**src/hdl/supply_mon_pkg.sv**
```systemverilog
package supply_mon_pkg;

  // ************************************************************
  // Bus and register map
  // ************************************************************
  localparam int          BUS_ADDR_W    = 12;
  localparam int          BUS_DATA_W    = 32;
  // Register indices; the byte address is four times the index
  localparam logic [11:0] IDX_SUPPLY    = 12'h150;
  localparam logic [11:0] IDX_BATTERY   = 12'h151;
  localparam logic [11:0] ADDR_SUPPLY   = {IDX_SUPPLY[9:0], 2'b00};
  localparam logic [11:0] ADDR_BATTERY  = {IDX_BATTERY[9:0], 2'b00};

  // ************************************************************
  // Field positions
  // ************************************************************
  localparam int POS_ANALOG_EXT    = 7;
  localparam int POS_ANALOG_VALID  = 6;
  localparam int POS_SUPPLY_RSV_HI = 5;
  localparam int POS_SUPPLY_RSV_LO = 4;
  localparam int POS_DIGITAL_EXT   = 3;
  localparam int POS_DIGITAL_VALID = 2;
  localparam int POS_TRIM_HI       = 1;
  localparam int POS_TRIM_LO       = 0;
  localparam int POS_BAT_PENDING   = 7;
  localparam int POS_BAT_ENABLE    = 6;
  localparam int POS_BAT_ABOVE     = 5;
  localparam int POS_BAT_RANGE     = 4;
  localparam int POS_BAT_CODE_HI   = 3;
  localparam int POS_BAT_CODE_LO   = 0;

  // ************************************************************
  // Reset values and thresholds
  // ************************************************************
  localparam logic [7:0]  SUPPLY_RESET  = 8'h00;
  localparam logic [7:0]  BATTERY_RESET = 8'h00;
  localparam logic [11:0] HI_BASE_MV    = 12'd2550;
  localparam logic [11:0] HI_STEP_MV    = 12'd75;
  localparam logic [11:0] LO_BASE_MV    = 12'd1700;
  localparam logic [11:0] LO_STEP_MV    = 12'd50;

  typedef logic [11:0] millivolt_t;

  typedef struct packed {
    logic       analog_external_regulator_sel;
    logic       analog_supply_valid;
    logic [1:0] reserved_bits;
    logic       digital_external_regulator_sel;
    logic       digital_supply_valid;
    logic [1:0] digital_regulator_trim;
  } supply_ctrl_s;

  typedef struct packed {
    logic       battery_low_pending;
    logic       battery_low_irq_enable;
    logic       battery_above_threshold;
    logic       battery_range_select;
    logic [3:0] battery_threshold_code;
  } battery_ctrl_s;

endpackage : supply_mon_pkg

```
**src/hdl/supply_and_battery_monitor_regs.sv**
```systemverilog
// Added by the designer: the Avalon-MM register port.
`timescale 1ns/10ps
`default_nettype none

// Summary of operation
// - Analog valid reads one once regulator settled
// - Digital external select is storage without effect
// - Digital valid follows digital regulator settled
// - Writing one clears battery low pending
// - Enable bit gates battery interrupt request
// - Comparison bit shows supply above threshold
// - Range bit picks low or high span
// - Threshold code sets base plus code steps
// - Pending/enable act as status/mask pair
// - Analog external select forces analog valid
// - Interrupt service acknowledge clears pending flag
module supply_and_battery_monitor_regs
  import supply_mon_pkg::*;
#(
  parameter int ADDR_W = BUS_ADDR_W,
  parameter int DATA_W = BUS_DATA_W
) (
  input  wire logic              core_clk,
  input  wire logic              rst_n,
  input  wire logic [ADDR_W-1:0] address,
  input  wire logic              read,
  input  wire logic              write,
  input  wire logic [DATA_W-1:0] writedata,
  input  wire logic [3:0]        byteenable,
  output logic      [DATA_W-1:0] readdata,
  output logic                   waitrequest,
  input  wire logic              analog_regulator_settled,
  input  wire logic              digital_regulator_settled,
  input  wire millivolt_t        external_supply_rail_mv,
  input  wire logic              irq_service_ack,
  output logic                   analog_regulator_disable,
  output logic                   battery_range_select,
  output logic      [3:0]        battery_threshold_code,
  output logic                   irq
);

  // ************************************************************
  // Decode helpers
  // ************************************************************

  // Word match; low two address bits are ignored as for any word slave
  function automatic logic hits(input logic [ADDR_W-1:0] addr,
                                input logic [11:0]       base);
    hits = (addr[ADDR_W-1:2] == base[ADDR_W-1:2]);
  endfunction : hits

  // Comparison level in millivolts for a range and a code
  function automatic millivolt_t threshold_mv(input logic       high_range,
                                              input logic [3:0] code);
    millivolt_t step;
    millivolt_t base;
    step = high_range ? HI_STEP_MV : LO_STEP_MV;
    base = high_range ? HI_BASE_MV : LO_BASE_MV;
    threshold_mv = 12'(base + 12'(step * {8'h00, code}));
  endfunction : threshold_mv

  // ************************************************************
  // State
  // ************************************************************
  supply_ctrl_s      supply_q;
  supply_ctrl_s      next_supply;
  battery_ctrl_s     battery_q;
  battery_ctrl_s     next_battery;
  logic              next_irq;
  logic              next_waitrequest;
  logic [DATA_W-1:0] next_readdata;
  logic              write_taken;
  logic              hit_supply;
  logic              hit_battery;
  logic              falls_below;
  logic              clear_pending;
  millivolt_t        active_threshold;

  // Bus request decode shared by both register groups
  assign hit_supply  = hits(address, ADDR_SUPPLY);
  assign hit_battery = hits(address, ADDR_BATTERY);
  // Write lands only at the edge where waitrequest is seen low
  assign write_taken = write & ~waitrequest & byteenable[0];

  // ************************************************************
  // Supply register
  // ************************************************************

  // Next value of the regulator control and status bits
  always_comb begin
    next_supply = supply_q;
    if (write_taken && hit_supply) begin
      next_supply.analog_external_regulator_sel  = writedata[POS_ANALOG_EXT];
      next_supply.reserved_bits  = writedata[POS_SUPPLY_RSV_HI:POS_SUPPLY_RSV_LO];
      next_supply.digital_external_regulator_sel = writedata[POS_DIGITAL_EXT];
      next_supply.digital_regulator_trim = writedata[POS_TRIM_HI:POS_TRIM_LO];
    end
    // External analog supply means no internal settling to wait for
    next_supply.analog_supply_valid = next_supply.analog_external_regulator_sel
                                      | analog_regulator_settled;
    // Digital select is deliberately not looked at here
    next_supply.digital_supply_valid = digital_regulator_settled;
  end

  always_ff @(posedge core_clk or negedge rst_n) begin
    if (!rst_n) begin
      supply_q                 <= supply_ctrl_s'(SUPPLY_RESET);
      analog_regulator_disable <= 1'b0;
    end else begin
      supply_q                 <= next_supply;
      analog_regulator_disable <= next_supply.analog_external_regulator_sel;
    end
  end

  // ************************************************************
  // Battery monitor register
  // ************************************************************

  // Threshold follows the settings currently held, so a new code acts next cycle
  assign active_threshold = threshold_mv(battery_q.battery_range_select,
                                         battery_q.battery_threshold_code);

  // Next value of the battery monitor bits
  always_comb begin
    next_battery = battery_q;
    if (write_taken && hit_battery) begin
      next_battery.battery_low_irq_enable = writedata[POS_BAT_ENABLE];
      next_battery.battery_range_select   = writedata[POS_BAT_RANGE];
      next_battery.battery_threshold_code = writedata[POS_BAT_CODE_HI:POS_BAT_CODE_LO];
    end
    // Equal counts as below: the bit promises strictly above
    next_battery.battery_above_threshold =
      (external_supply_rail_mv > active_threshold);
    falls_below = battery_q.battery_above_threshold
                  & ~next_battery.battery_above_threshold;
    clear_pending = (write_taken && hit_battery && writedata[POS_BAT_PENDING])
                    || irq_service_ack;
    // A new fall in the clearing cycle is kept: set wins over clear
    if (falls_below) begin
      next_battery.battery_low_pending = 1'b1;
    end else if (clear_pending) begin
      next_battery.battery_low_pending = 1'b0;
    end
    next_irq = next_battery.battery_low_pending
               & next_battery.battery_low_irq_enable;
  end

  always_ff @(posedge core_clk or negedge rst_n) begin
    if (!rst_n) begin
      battery_q <= battery_ctrl_s'(BATTERY_RESET);
      irq       <= 1'b0;
    end else begin
      battery_q <= next_battery;
      irq       <= next_irq;
    end
  end

  // Pins towards the analog comparator come straight from the register
  assign battery_range_select   = battery_q.battery_range_select;
  assign battery_threshold_code = battery_q.battery_threshold_code;

  // ************************************************************
  // Avalon-MM slave
  // ************************************************************

  // One wait cycle per access; keeps read data a clean register output
  always_comb begin
    next_waitrequest = ~((read | write) & waitrequest);
    next_readdata    = readdata;
    if (read && waitrequest) begin
      if (hit_supply) begin
        next_readdata = {{(DATA_W-8){1'b0}}, supply_q};
      end else if (hit_battery) begin
        next_readdata = {{(DATA_W-8){1'b0}}, battery_q};
      end else begin
        next_readdata = '0; // Unmapped reads as zero
      end
    end
  end

  always_ff @(posedge core_clk or negedge rst_n) begin
    if (!rst_n) begin
      waitrequest <= 1'b1;
      readdata    <= '0;
    end else begin
      waitrequest <= next_waitrequest;
      readdata    <= next_readdata;
    end
  end

  // ************************************************************
  // Assertions
  // ************************************************************

  property p_analog_valid_forced;
    @(posedge core_clk) disable iff (!rst_n)
      (supply_q.analog_external_regulator_sel
       && $past(supply_q.analog_external_regulator_sel))
      |-> supply_q.analog_supply_valid;
  endproperty
  a_analog_valid_forced: assert property (p_analog_valid_forced)
    else $error("analog valid low with external regulator selected");

  property p_analog_valid_follows;
    @(posedge core_clk) disable iff (!rst_n)
      (!supply_q.analog_external_regulator_sel
       && !$past(supply_q.analog_external_regulator_sel))
      |-> (supply_q.analog_supply_valid == $past(analog_regulator_settled));
  endproperty
  a_analog_valid_follows: assert property (p_analog_valid_follows)
    else $error("analog valid does not follow regulator settled");

  property p_digital_valid_follows;
    @(posedge core_clk) disable iff (!rst_n)
      ##1 (supply_q.digital_supply_valid == $past(digital_regulator_settled));
  endproperty
  a_digital_valid_follows: assert property (p_digital_valid_follows)
    else $error("digital valid does not follow regulator settled");

  property p_digital_sel_stored;
    @(posedge core_clk) disable iff (!rst_n)
      (write_taken && hit_supply)
      |=> (supply_q.digital_external_regulator_sel == $past(writedata[POS_DIGITAL_EXT]));
  endproperty
  a_digital_sel_stored: assert property (p_digital_sel_stored)
    else $error("digital external select not stored");

  property p_pending_w1c;
    @(posedge core_clk) disable iff (!rst_n)
      (write_taken && hit_battery && writedata[POS_BAT_PENDING] && !falls_below)
      |=> !battery_q.battery_low_pending;
  endproperty
  a_pending_w1c: assert property (p_pending_w1c)
    else $error("pending not cleared by write of one");

  property p_pending_service_clear;
    @(posedge core_clk) disable iff (!rst_n)
      (irq_service_ack && !falls_below) |=> !battery_q.battery_low_pending;
  endproperty
  a_pending_service_clear: assert property (p_pending_service_clear)
    else $error("pending not cleared by service acknowledge");

  property p_pending_on_fall;
    @(posedge core_clk) disable iff (!rst_n)
      (battery_q.battery_above_threshold ##1 !battery_q.battery_above_threshold)
      |-> battery_q.battery_low_pending;
  endproperty
  a_pending_on_fall: assert property (p_pending_on_fall)
    else $error("pending not set on fall below threshold");

  property p_irq_gated;
    @(posedge core_clk) disable iff (!rst_n)
      irq == (battery_q.battery_low_pending && battery_q.battery_low_irq_enable);
  endproperty
  a_irq_gated: assert property (p_irq_gated)
    else $error("interrupt output does not match pending and enable");

  property p_compare_result;
    @(posedge core_clk) disable iff (!rst_n)
      ##1 (battery_q.battery_above_threshold
           == $past(external_supply_rail_mv > active_threshold));
  endproperty
  a_compare_result: assert property (p_compare_result)
    else $error("comparison bit wrong for threshold");

  property p_threshold_low_base;
    @(posedge core_clk) disable iff (!rst_n)
      (!battery_q.battery_range_select && battery_q.battery_threshold_code == 4'h0)
      |-> (active_threshold == 12'd1700);
  endproperty
  a_threshold_low_base: assert property (p_threshold_low_base)
    else $error("low range base threshold wrong");

  property p_threshold_high_top;
    @(posedge core_clk) disable iff (!rst_n)
      (battery_q.battery_range_select && battery_q.battery_threshold_code == 4'hf)
      |-> (active_threshold == 12'd3675);
  endproperty
  a_threshold_high_top: assert property (p_threshold_high_top)
    else $error("high range top threshold wrong");

  property p_pending_only_on_fall;
    @(posedge core_clk) disable iff (!rst_n)
      (!battery_q.battery_low_pending ##1 battery_q.battery_low_pending)
      |-> $past(falls_below);
  endproperty
  a_pending_only_on_fall: assert property (p_pending_only_on_fall)
    else $error("pending set without a fall below threshold");

  // Only a clear may drop the flag; writes of zero must leave it alone
  property p_pending_holds;
    @(posedge core_clk) disable iff (!rst_n)
      (battery_q.battery_low_pending && !clear_pending)
      |=> battery_q.battery_low_pending;
  endproperty
  a_pending_holds: assert property (p_pending_holds)
    else $error("pending lost without a clear");

  property p_threshold_low_top;
    @(posedge core_clk) disable iff (!rst_n)
      (!battery_q.battery_range_select && battery_q.battery_threshold_code == 4'hf)
      |-> (active_threshold == 12'd2450);
  endproperty
  a_threshold_low_top: assert property (p_threshold_low_top)
    else $error("low range top threshold wrong");

  property p_threshold_high_base;
    @(posedge core_clk) disable iff (!rst_n)
      (battery_q.battery_range_select && battery_q.battery_threshold_code == 4'h0)
      |-> (active_threshold == 12'd2550);
  endproperty
  a_threshold_high_base: assert property (p_threshold_high_base)
    else $error("high range base threshold wrong");

  property p_wait_idle;
    @(posedge core_clk) disable iff (!rst_n)
      !(read || write) |=> waitrequest;
  endproperty
  a_wait_idle: assert property (p_wait_idle)
    else $error("waitrequest low without a request");

  property p_readdata_upper_zero;
    @(posedge core_clk) disable iff (!rst_n)
      readdata[DATA_W-1:8] == '0;
  endproperty
  a_readdata_upper_zero: assert property (p_readdata_upper_zero)
    else $error("read data upper bits not zero");

  // Read data must be the register as it stood when the request was seen
  property p_read_capture;
    @(posedge core_clk) disable iff (!rst_n)
      (read && waitrequest && hit_battery)
      |=> (readdata[7:0] == $past(battery_q));
  endproperty
  a_read_capture: assert property (p_read_capture)
    else $error("battery register read data wrong");

  property p_bus_answer;
    @(posedge core_clk) disable iff (!rst_n)
      ((read || write) && waitrequest) |=> !waitrequest ##1 waitrequest;
  endproperty
  a_bus_answer: assert property (p_bus_answer)
    else $error("bus answer not given one cycle after request");

endmodule : supply_and_battery_monitor_regs

`default_nettype wire

```
**config.mk**
```make
export PLATFORM = sky130hd
export DESIGN_NAME = supply_and_battery_monitor_regs
export DESIGN_NICKNAME = d
export VERILOG_FILES = /design/src/hdl/supply_mon_pkg.sv /design/src/hdl/supply_and_battery_monitor_regs.sv
export SDC_FILE = /design/constraint.sdc
export NUM_CORES = 1
export LEC_CHECK = 0
export BUFFER_PORTS_ARGS = -buffer_cell sky130_fd_sc_hd__clkbuf_2
export CAP_MARGIN = 0
export CELL_PAD_IN_SITES_DETAIL_PLACEMENT = 0
export CELL_PAD_IN_SITES_GLOBAL_PLACEMENT = 1
export CORE_MARGIN = 2
export CORE_UTILIZATION = 39
export CTS_BUF_LIST = sky130_fd_sc_hd__clkbuf_2
export CTS_CLUSTER_SIZE = 14
export DETAILED_ROUTE_END_ITERATION = 16
export GPL_ROUTABILITY_DRIVEN = 0
export PLACE_DENSITY_LB_ADDON = 0.1
export SYNTH_ARGS = -nofsm -noshare
export SYNTH_HDL_FRONTEND = slang
export SYNTH_SLANG_ARGS = --single-unit
export TNS_END_PERCENT = 1
```
**constraint.sdc**
```tcl
create_clock -name core_clk -period 11.3 [get_ports core_clk]
set_input_delay 1.13 -clock core_clk [delete_from_list [all_inputs] [get_ports core_clk]]
set_output_delay 1.13 -clock core_clk [all_outputs]
set_load 0.01 [all_outputs]
```
==> out/results.ini, run 1 <==
[run_status]
status = complete, no violations

[synthesis]
synth.top_cells.by_area = dfrtp_1, ha_1, buf_4
synthXorXnorAreaFrac = 0.03193
synth_mux_area_frac = 0.05170
ys_ff_latch = 26
yosys.area.top_type_share = 0.2534
seq_area_frac_synth = 0.2641
avgSynthCellArea_sq_um = 9.757
synth_edf_count = 0
synth_cells = 253
synth_top_family_by_area = adder cells
yosys.area_share.adder = 0.2524
yosysUniqueCellTypes = 43
synth_ff_type = dfrtp_1
yosysTopAreaCell = dfrtp_1
netlist_area_sq_um = 2469
synth-compound-area-share = 0.1221
yosys_warnings = 0
yosys.area_share.simple = 0.1455
async_flop_share = 1.000

[cells_and_area]
n_fill_cell = 609
final_cell_mix = clkbuf_2, ha_1, conb_1, dfrtp_1, inv_1
seqCellArea_sq_um = 651.9
drive_above_1_share = 0.2417
fin_util = 0.4487
final_nets = 415
layout_commonest_cell = clkbuf_2
multiInputGateArea_sq_um = 1584
antenna_cells = 0
area_growth_pct = 9.528

[timing]
worst_pin_slew_ns = 0.8325
fin_tns_setup_ns = 0
finalHoldViolations = 0
maxSlewHeadroom = 0.4404
clock_skew_ns = 0.007081
layout_min_cycle_time_ns = 4.973
final_max_slew_viol_count = 0
max_freq_mhz = 201.1
rsz0062_at_grt = no
fin_crit_sh = 0.4401
setup_violations = 0

[cts]
cts_max_level = 1
numCtsBuffers = 3
cts.sinks = 26
clk_latency_ns = 0.34
clk_pin_slew_worst_paths_ns = 0.24
cts_resized = 0
hold_buffers = 0
cts_tree = built
cts_setup_buffers = 0
cts_root_buf = clkbuf_2
cts_max_path_buffers = 2

[place]
post-dp-hpwl_um = 3916
io_buffers = 53

[worst_setup_path]
startpoint_type = flop
end_kind = flop
crit_fanout = 12
critPathKind = reg -> reg
r2r-start = battery_range_select
cp.arrival_ns = 5.25
crit_path_start = battery_range_select
worstPathRequired_ns = 11.58

[grt]
grt_pass1_wl_um = 7907
grt-ovfl-total = 0
grt_max_degree = 27
antenna_found_initial = 0
track_usage = 0.1357
grt_pass1_vias = 1713

[power]
power_density_nw_per_um2 = 66.10
power.leakage_nw = 1.493
vdd_drop_max_mv = 0.05645

[floorplanning]
core_area_sq_um = 6026
std_cell_rows = 28
die_y_um = 83.56
die_w_um = 83.56
dieArea_sq_um = 6982
pin_count = 107
initial_utilization = 0.4097

[drt]
wl_per_cell_um = 12.27
drtPass1Iterations = 4
routed_wl_um = 4624
ant_nets = 0
vias_per_cell = 4.793
vias = 1807
route.detailed.drc = 0
drtIter0Drc = 59

[worst_hold_path]
hp-start = waitrequest
hp-class = reg -> reg

[flow_run]
maxCapViolations = 0

Yosys cell counts (2+ instances only):
master and n:
a211o_1 2, a211oi_1 2, a21o_1 4, a21oi_1 21, a22oi_1 8, and2_1 3
and4_1 2, buf_4 28, clkbuf_1 3, dfrtp_1 25, fa_1 8, ha_1 37
inv_1 24, mux2_2 10, nand2_1 11, nand2b_1 5, nand4_1 4, nor2_1 13
nor2b_1 3, nor3_1 4, nor4_4 2, o21ai_0 6, xnor2_1 4, xor2_1 5
through the flow:
stage,cell area [sq um],instances,setup WS (ns),hold WS (ns),total power [W]
after global routing,2704,377,5.941,0.5630,0.0001916
after floorplan,2559,277,6.955,0.4746,0.0001344
after global placement,2685,373,6.384,0.4670,0.0001459
after CTS,2704,377,6.243,0.5226,0.0001805
final,2704,377,6.327,0.5196,0.0001787
after detailed placement,2685,373,6.344,0.4736,0.0001460
cells by family (layout without fill, tap and decap cells):
family	Yosys count	count (layout)
other	1	25
and+or+nand+nor	56	56
muxes	11	11
buffers and inverters	56	81
AOI/OAI and AO/OA	49	49
adders and majority gates	45	45
xor gates and xnor gates	9	9
DFF	26	26
critical path: stages, from the launching register on:
cell      delay [ns]
dfrtp_1         0.71
inv_1           0.26
nand2_1         0.14
nand2b_1        0.10
ha_1            0.31
fa_1            0.51
inv_1           0.05
fa_1            0.50
inv_1           0.04
ha_1            0.35
and4_1          0.22
a21oi_1         0.23
nor2_1          0.08
a211o_1         0.30
ha_1            0.30
nand4_1         0.15
nor3_1          0.31
a21oi_1         0.13
a21boi_0        0.20
registers in the layout (all words and copies together), names as in the netlist:
| register | count |
|---|---|
| irq | 1 |
| battery_threshold_code | 4 |
| readdata | 8 |
| battery_q | 3 |
| battery_range_select | 1 |
| supply_q | 8 |
| waitrequest | 1 |
where the power goes:
part           internal (W)  switching, W
logic             0.0000169     0.0000233
registers          0.000100    0.00000362
clock network    0.00000769     0.0000273
total              0.000125     0.0000541
final cells by class:
class                           instances  share of cell area
Multi-Input combinational cell        195              0.5858
Sequential cell                        26              0.2411
Timing Repair Buffer                   53             0.09810
Tap cell                               75             0.03471
Inverter                               24             0.03332
Clock buffer                            3            0.005553
Clock inverter                          1            0.001388
path summary, 6_finish.rpt:
check	end	slack, ns	depth (start not counted)
setup / recovery	irq	6.33	18
min in group asynchronous	readdata[2]	0.75	1
max in group asynchronous	supply_q[0]	10.13	1
hold reg to reg	waitrequest	0.52	1
setup reg to reg	irq	6.33	18
hold / removal	waitrequest	0.52	1
metal layers:
metal  part of all wire  wire length (um)  GRT usage  vias up
met5                  0                 0          0        -
met4             0.0022                10   0.008798        0
met3              0.045               206    0.03462        2
met2               0.45              2060     0.2073       46
met1               0.51              2348     0.2022      823
li1                   -                 -          -      936
No activity file was read; power rests on OpenSTA's default activity.
==> inputs of run 2 (changes only) <==
Settings changed: ABC_AREA from default to 1, CORE_UTILIZATION 39 to 32.
Clock period 11.3 ns to 4.4 ns, I/O delays scaled along.
==> run 2 against run 1 <==
Net effect: clock power rose to 2.5 times the previous value; global-route usage down 0.41 points; sequential share of layout area down 2.1 points; critical path type unchanged; largest power group unchanged; final area up 9.7%; area after synthesis up 3.9%; die area up 25%; largest cell class unchanged; register-to-register slack worse by 6.0 ns; routed wire length up 17%; fmax up 22%; non-clock buffer count up 11; worst setup slack worse by 6.0 ns.
==> out/results.ini, run 2 <==
[run_status]
status = complete, no violations  ; unchanged

[drt]
vias = 2081  ; was 1,807
routed_wl_um = 5404  ; was 4624 um
ant_nets = 0  ; unchanged
drtPass1Iterations = 4  ; unchanged
wl_per_cell_um = 11.33  ; was 12.27 um
drtIter0Drc = 54  ; was 59
vias_per_cell = 4.363  ; was 4.793
route.detailed.drc = 0  ; unchanged

[synthesis]
synth.top_cells.by_area = dfrtp_1, ha_1, buf_4  ; unchanged
seq_area_frac_synth = 0.2543  ; was 0.2641
async_flop_share = 1.000  ; unchanged
synth_edf_count = 0  ; unchanged
yosys.area.top_type_share = 0.2440  ; was 0.2534
ys_ff_latch = 26  ; unchanged
yosysUniqueCellTypes = 33  ; was 43
yosys_warnings = 0  ; unchanged
avgSynthCellArea_sq_um = 8.139  ; was 9.757 sq um
netlist_area_sq_um = 2564  ; was 2469 sq um
synth_common_cells = inv_1, nand2_1, ha_1  ; was ha_1, buf_4, dfrtp_1
synth_ff_type = dfrtp_1  ; unchanged
synth_cells = 315  ; was 253
yosysTopAreaCell = dfrtp_1  ; unchanged

[timing]
fin_crit_sh = 0.9247  ; was 0.4401
maxSlewHeadroom = 0.5565  ; was 0.4404
clock_skew_ns = 0.01985  ; was 0.007081 ns
finalHoldViolations = 0  ; unchanged
final_max_slew_viol_count = 0  ; unchanged
setup_violations = 0  ; unchanged
rsz0062_at_grt = no  ; unchanged
worst_pin_slew_ns = 0.6653  ; was 0.8325 ns
layout_min_cycle_time_ns = 4.069  ; was 4.973 ns
fin_tns_setup_ns = 0  ; unchanged
max_freq_mhz = 245.8  ; was 201.1 MHz

[worst_setup_path]
max_stage_delay_ns = 0.50  ; was 0.71 ns
end_kind = flop  ; unchanged
crit_path_top_delay_cell = dfrtp_2  ; was dfrtp_1
cp_common_cell = nand2_1
cp_cell_sequence = inv_1 > nand2_1 > nand2_2 > ha_4 > fa_1 > inv_1 > fa_1 > inv_1 > ha_1 > a21o_1 > o21bai_2 > nand2_1 > nand3_1 > nand2_1 > nand2_1 > ha_1 > a21o_1 > nor2_2 > nand3_1 > nand2_1 > nand2_1 > a21oi_1  ; was inv_1 > nand2_1 > nand2b_1 > ha_1 > fa_1 > inv_1 > fa_1 > inv_1 > ha_1 > and4_1 > a21oi_1 > nor2_1 > a211o_1 > ha_1 > nand4_1 > nor3_1 > a21oi_1 > a21boi_0
worstPathRequired_ns = 4.70  ; was 11.58 ns
startpoint_type = flop  ; unchanged
critPathKind = reg -> reg  ; unchanged
crit_fanout = 7  ; was 12
cp.arrival_ns = 4.37  ; was 5.25 ns

[worst_hold_path]
hp-class = in -> async  ; was reg -> reg

[cts]
cts_root_buf = clkbuf_2  ; unchanged
cts_max_level = 1  ; unchanged
cts_tree = built  ; unchanged
hold_buffers = 0  ; unchanged
clk_pin_slew_worst_paths_ns = 0.24  ; about the same
cts.sinks = 26  ; unchanged
numCtsBuffers = 3  ; unchanged
clk_latency_ns = 0.35  ; was 0.34 ns
cts_max_path_buffers = 2  ; unchanged

[power]
power.leakage_nw = 1.699  ; was 1.493 nW
power_density_nw_per_um2 = 166.8  ; was 66.10 nW/um^2
p_sw_w = 0.0001610  ; was 0.00005415 W
p_seq_frac = 0.545  ; was 0.580
vdd_drop_max_mv = 0.1105  ; was 0.05645 mV
intPower_w = 0.0003338  ; was 0.0001246 W
switching_share = 0.3254  ; was 0.3030
p_comb_frac = 0.277  ; was 0.225
clock_power_share = 0.179  ; was 0.196

[cells_and_area]
final_nets = 488  ; was 415
area_growth_pct = 15.72  ; was 9.528%
layout_commonest_cell = clkbuf_2  ; unchanged
antenna_cells = 0  ; unchanged
stdcell_count = 477  ; was 377
design_area_sq_um = 2967  ; was 2704 sq um
final_cell_mix = clkbuf_2, inv_1, nand2_1  ; was clkbuf_2, ha_1, conb_1, dfrtp_1, inv_1
drive_above_1_share = 0.2613  ; was 0.2417

[floorplanning]
core_area_sq_um = 7727  ; was 6026 sq um
initial_utilization = 0.3318  ; was 0.4097
dieArea_sq_um = 8743  ; was 6982 sq um
die_y_um = 93.51  ; was 83.56 um
pin_count = 107  ; unchanged
die_w_um = 93.51  ; was 83.56 um
std_cell_rows = 32  ; was 28

[grt]
grt_pass1_wl_um = 9156  ; was 7907 um
grt_pass1_vias = 1932  ; was 1,713
antenna_found_initial = 0  ; unchanged
track_usage = 0.1316  ; was 0.1357
grt-ovfl-total = 0  ; unchanged
grt_max_degree = 27  ; unchanged

[flow_run]
maxCapViolations = 0  ; unchanged

[place]
placed_area_sq_um = 2867  ; was 2685 sq um
post-dp-hpwl_um = 4574  ; was 3916 um
io_buffers = 53  ; unchanged
dp.cells = 469  ; was 373

run 2: cell type report:
class | instances | area (sq um)
timing repair buffer | 64 | 347.8
sequential | 26 | 654.4
tap | 102 | 127.6
clock inverter | 1 | 3.754
inverter | 50 | 187.7
clock buffer | 3 | 15.01
multi-input combinational | 231 | 1630
fill | 827 | 4761
run 2: power groups by stage:
stage / Sequential [W] / Combinational [W] / Clock (W)
after global placement: 0.000274 / 0.000137 / 0
after CTS: 0.000270 / 0.000138 / 0.0000957
after floorplan: 0.000280 / 0.0000899 / 0
after global routing: 0.000272 / 0.000158 / 0.000107
after detailed placement: 0.000274 / 0.000137 / 0
final: 0.000269 / 0.000137 / 0.0000883
run 2: per-layer routing:
layer	wire, um	vias to the layer above	GRT usage	share of wire
met5	0	-	0	0
met4	14	0	0.01471	0.0026
met3	289	2	0.02659	0.053
met2	2397	52	0.1942	0.44
met1	2703	941	0.2030	0.50
li1	-	1086	-	-
run 2: through the flow:
step / total power [W] / hold slack, ns / util / worst slack, ns
finish: 0.0004948 / 0.07197 / 0.3839 / 0.3315
global route: 0.0005372 / 0.05529 / 0.3839 / 0.006239
CTS: 0.0005034 / 0.06508 / 0.3734 / 0.09286
detailed placement: 0.0004112 / 0.4778 / 0.3710 / 0.1367
global placement: 0.0004104 / 0.4698 / 0.3710 / 0.1280
floorplan: 0.0003703 / 0.1444 / - / 0.09786
run 2: worst max-delay path: cells and delay by family (launching register included):
kind / cells / cell delay [ns]
buf+inv: 3 / 0.17
fa+ha+maj: 5 / 1.76
simple gates: 10 / 0.86
flops: 1 / 0.50
compound gates: 4 / 0.74
run 2: cell families after synthesis:
logic type / Yosys count / share of synthesized area
buffers and inverters: 82 / 0.1640
and+or+nand+nor: 116 / 0.2128
muxes: 6 / 0.02782
adders and majority gates: 45 / 0.2430
xor gates and xnor gates: 8 / 0.02733
other: 1 / 0.001463
DFF: 26 / 0.2543
AOI/OAI and AO/OA: 31 / 0.06930
run 2: what timing repair did:
action,in CTS,in global routing
gates resized for setup,0,14
buffers inserted,0,4
hold endpoints to repair,0,0
endpoints found under the setup margin,0,3
run 2: path summary, 6_finish.rpt:
| check | end | start | cells after the start | slack (ns) |
|---|---|---|---|---|
| setup / recovery | irq | battery_range_select | 22 | 0.33 |
| hold / removal | readdata[0] | rst_n | 1 | 0.07 |
| setup reg to reg | irq | battery_range_select | 22 | 0.33 |
| hold reg to reg | supply_q[3] | supply_q[3] | 2 | 0.52 |
| max in group asynchronous | battery_threshold_code[1] | rst_n | 1 | 3.85 |
| min in group core_clk | supply_q[2] | digital_regulator_settled | 1 | 0.18 |
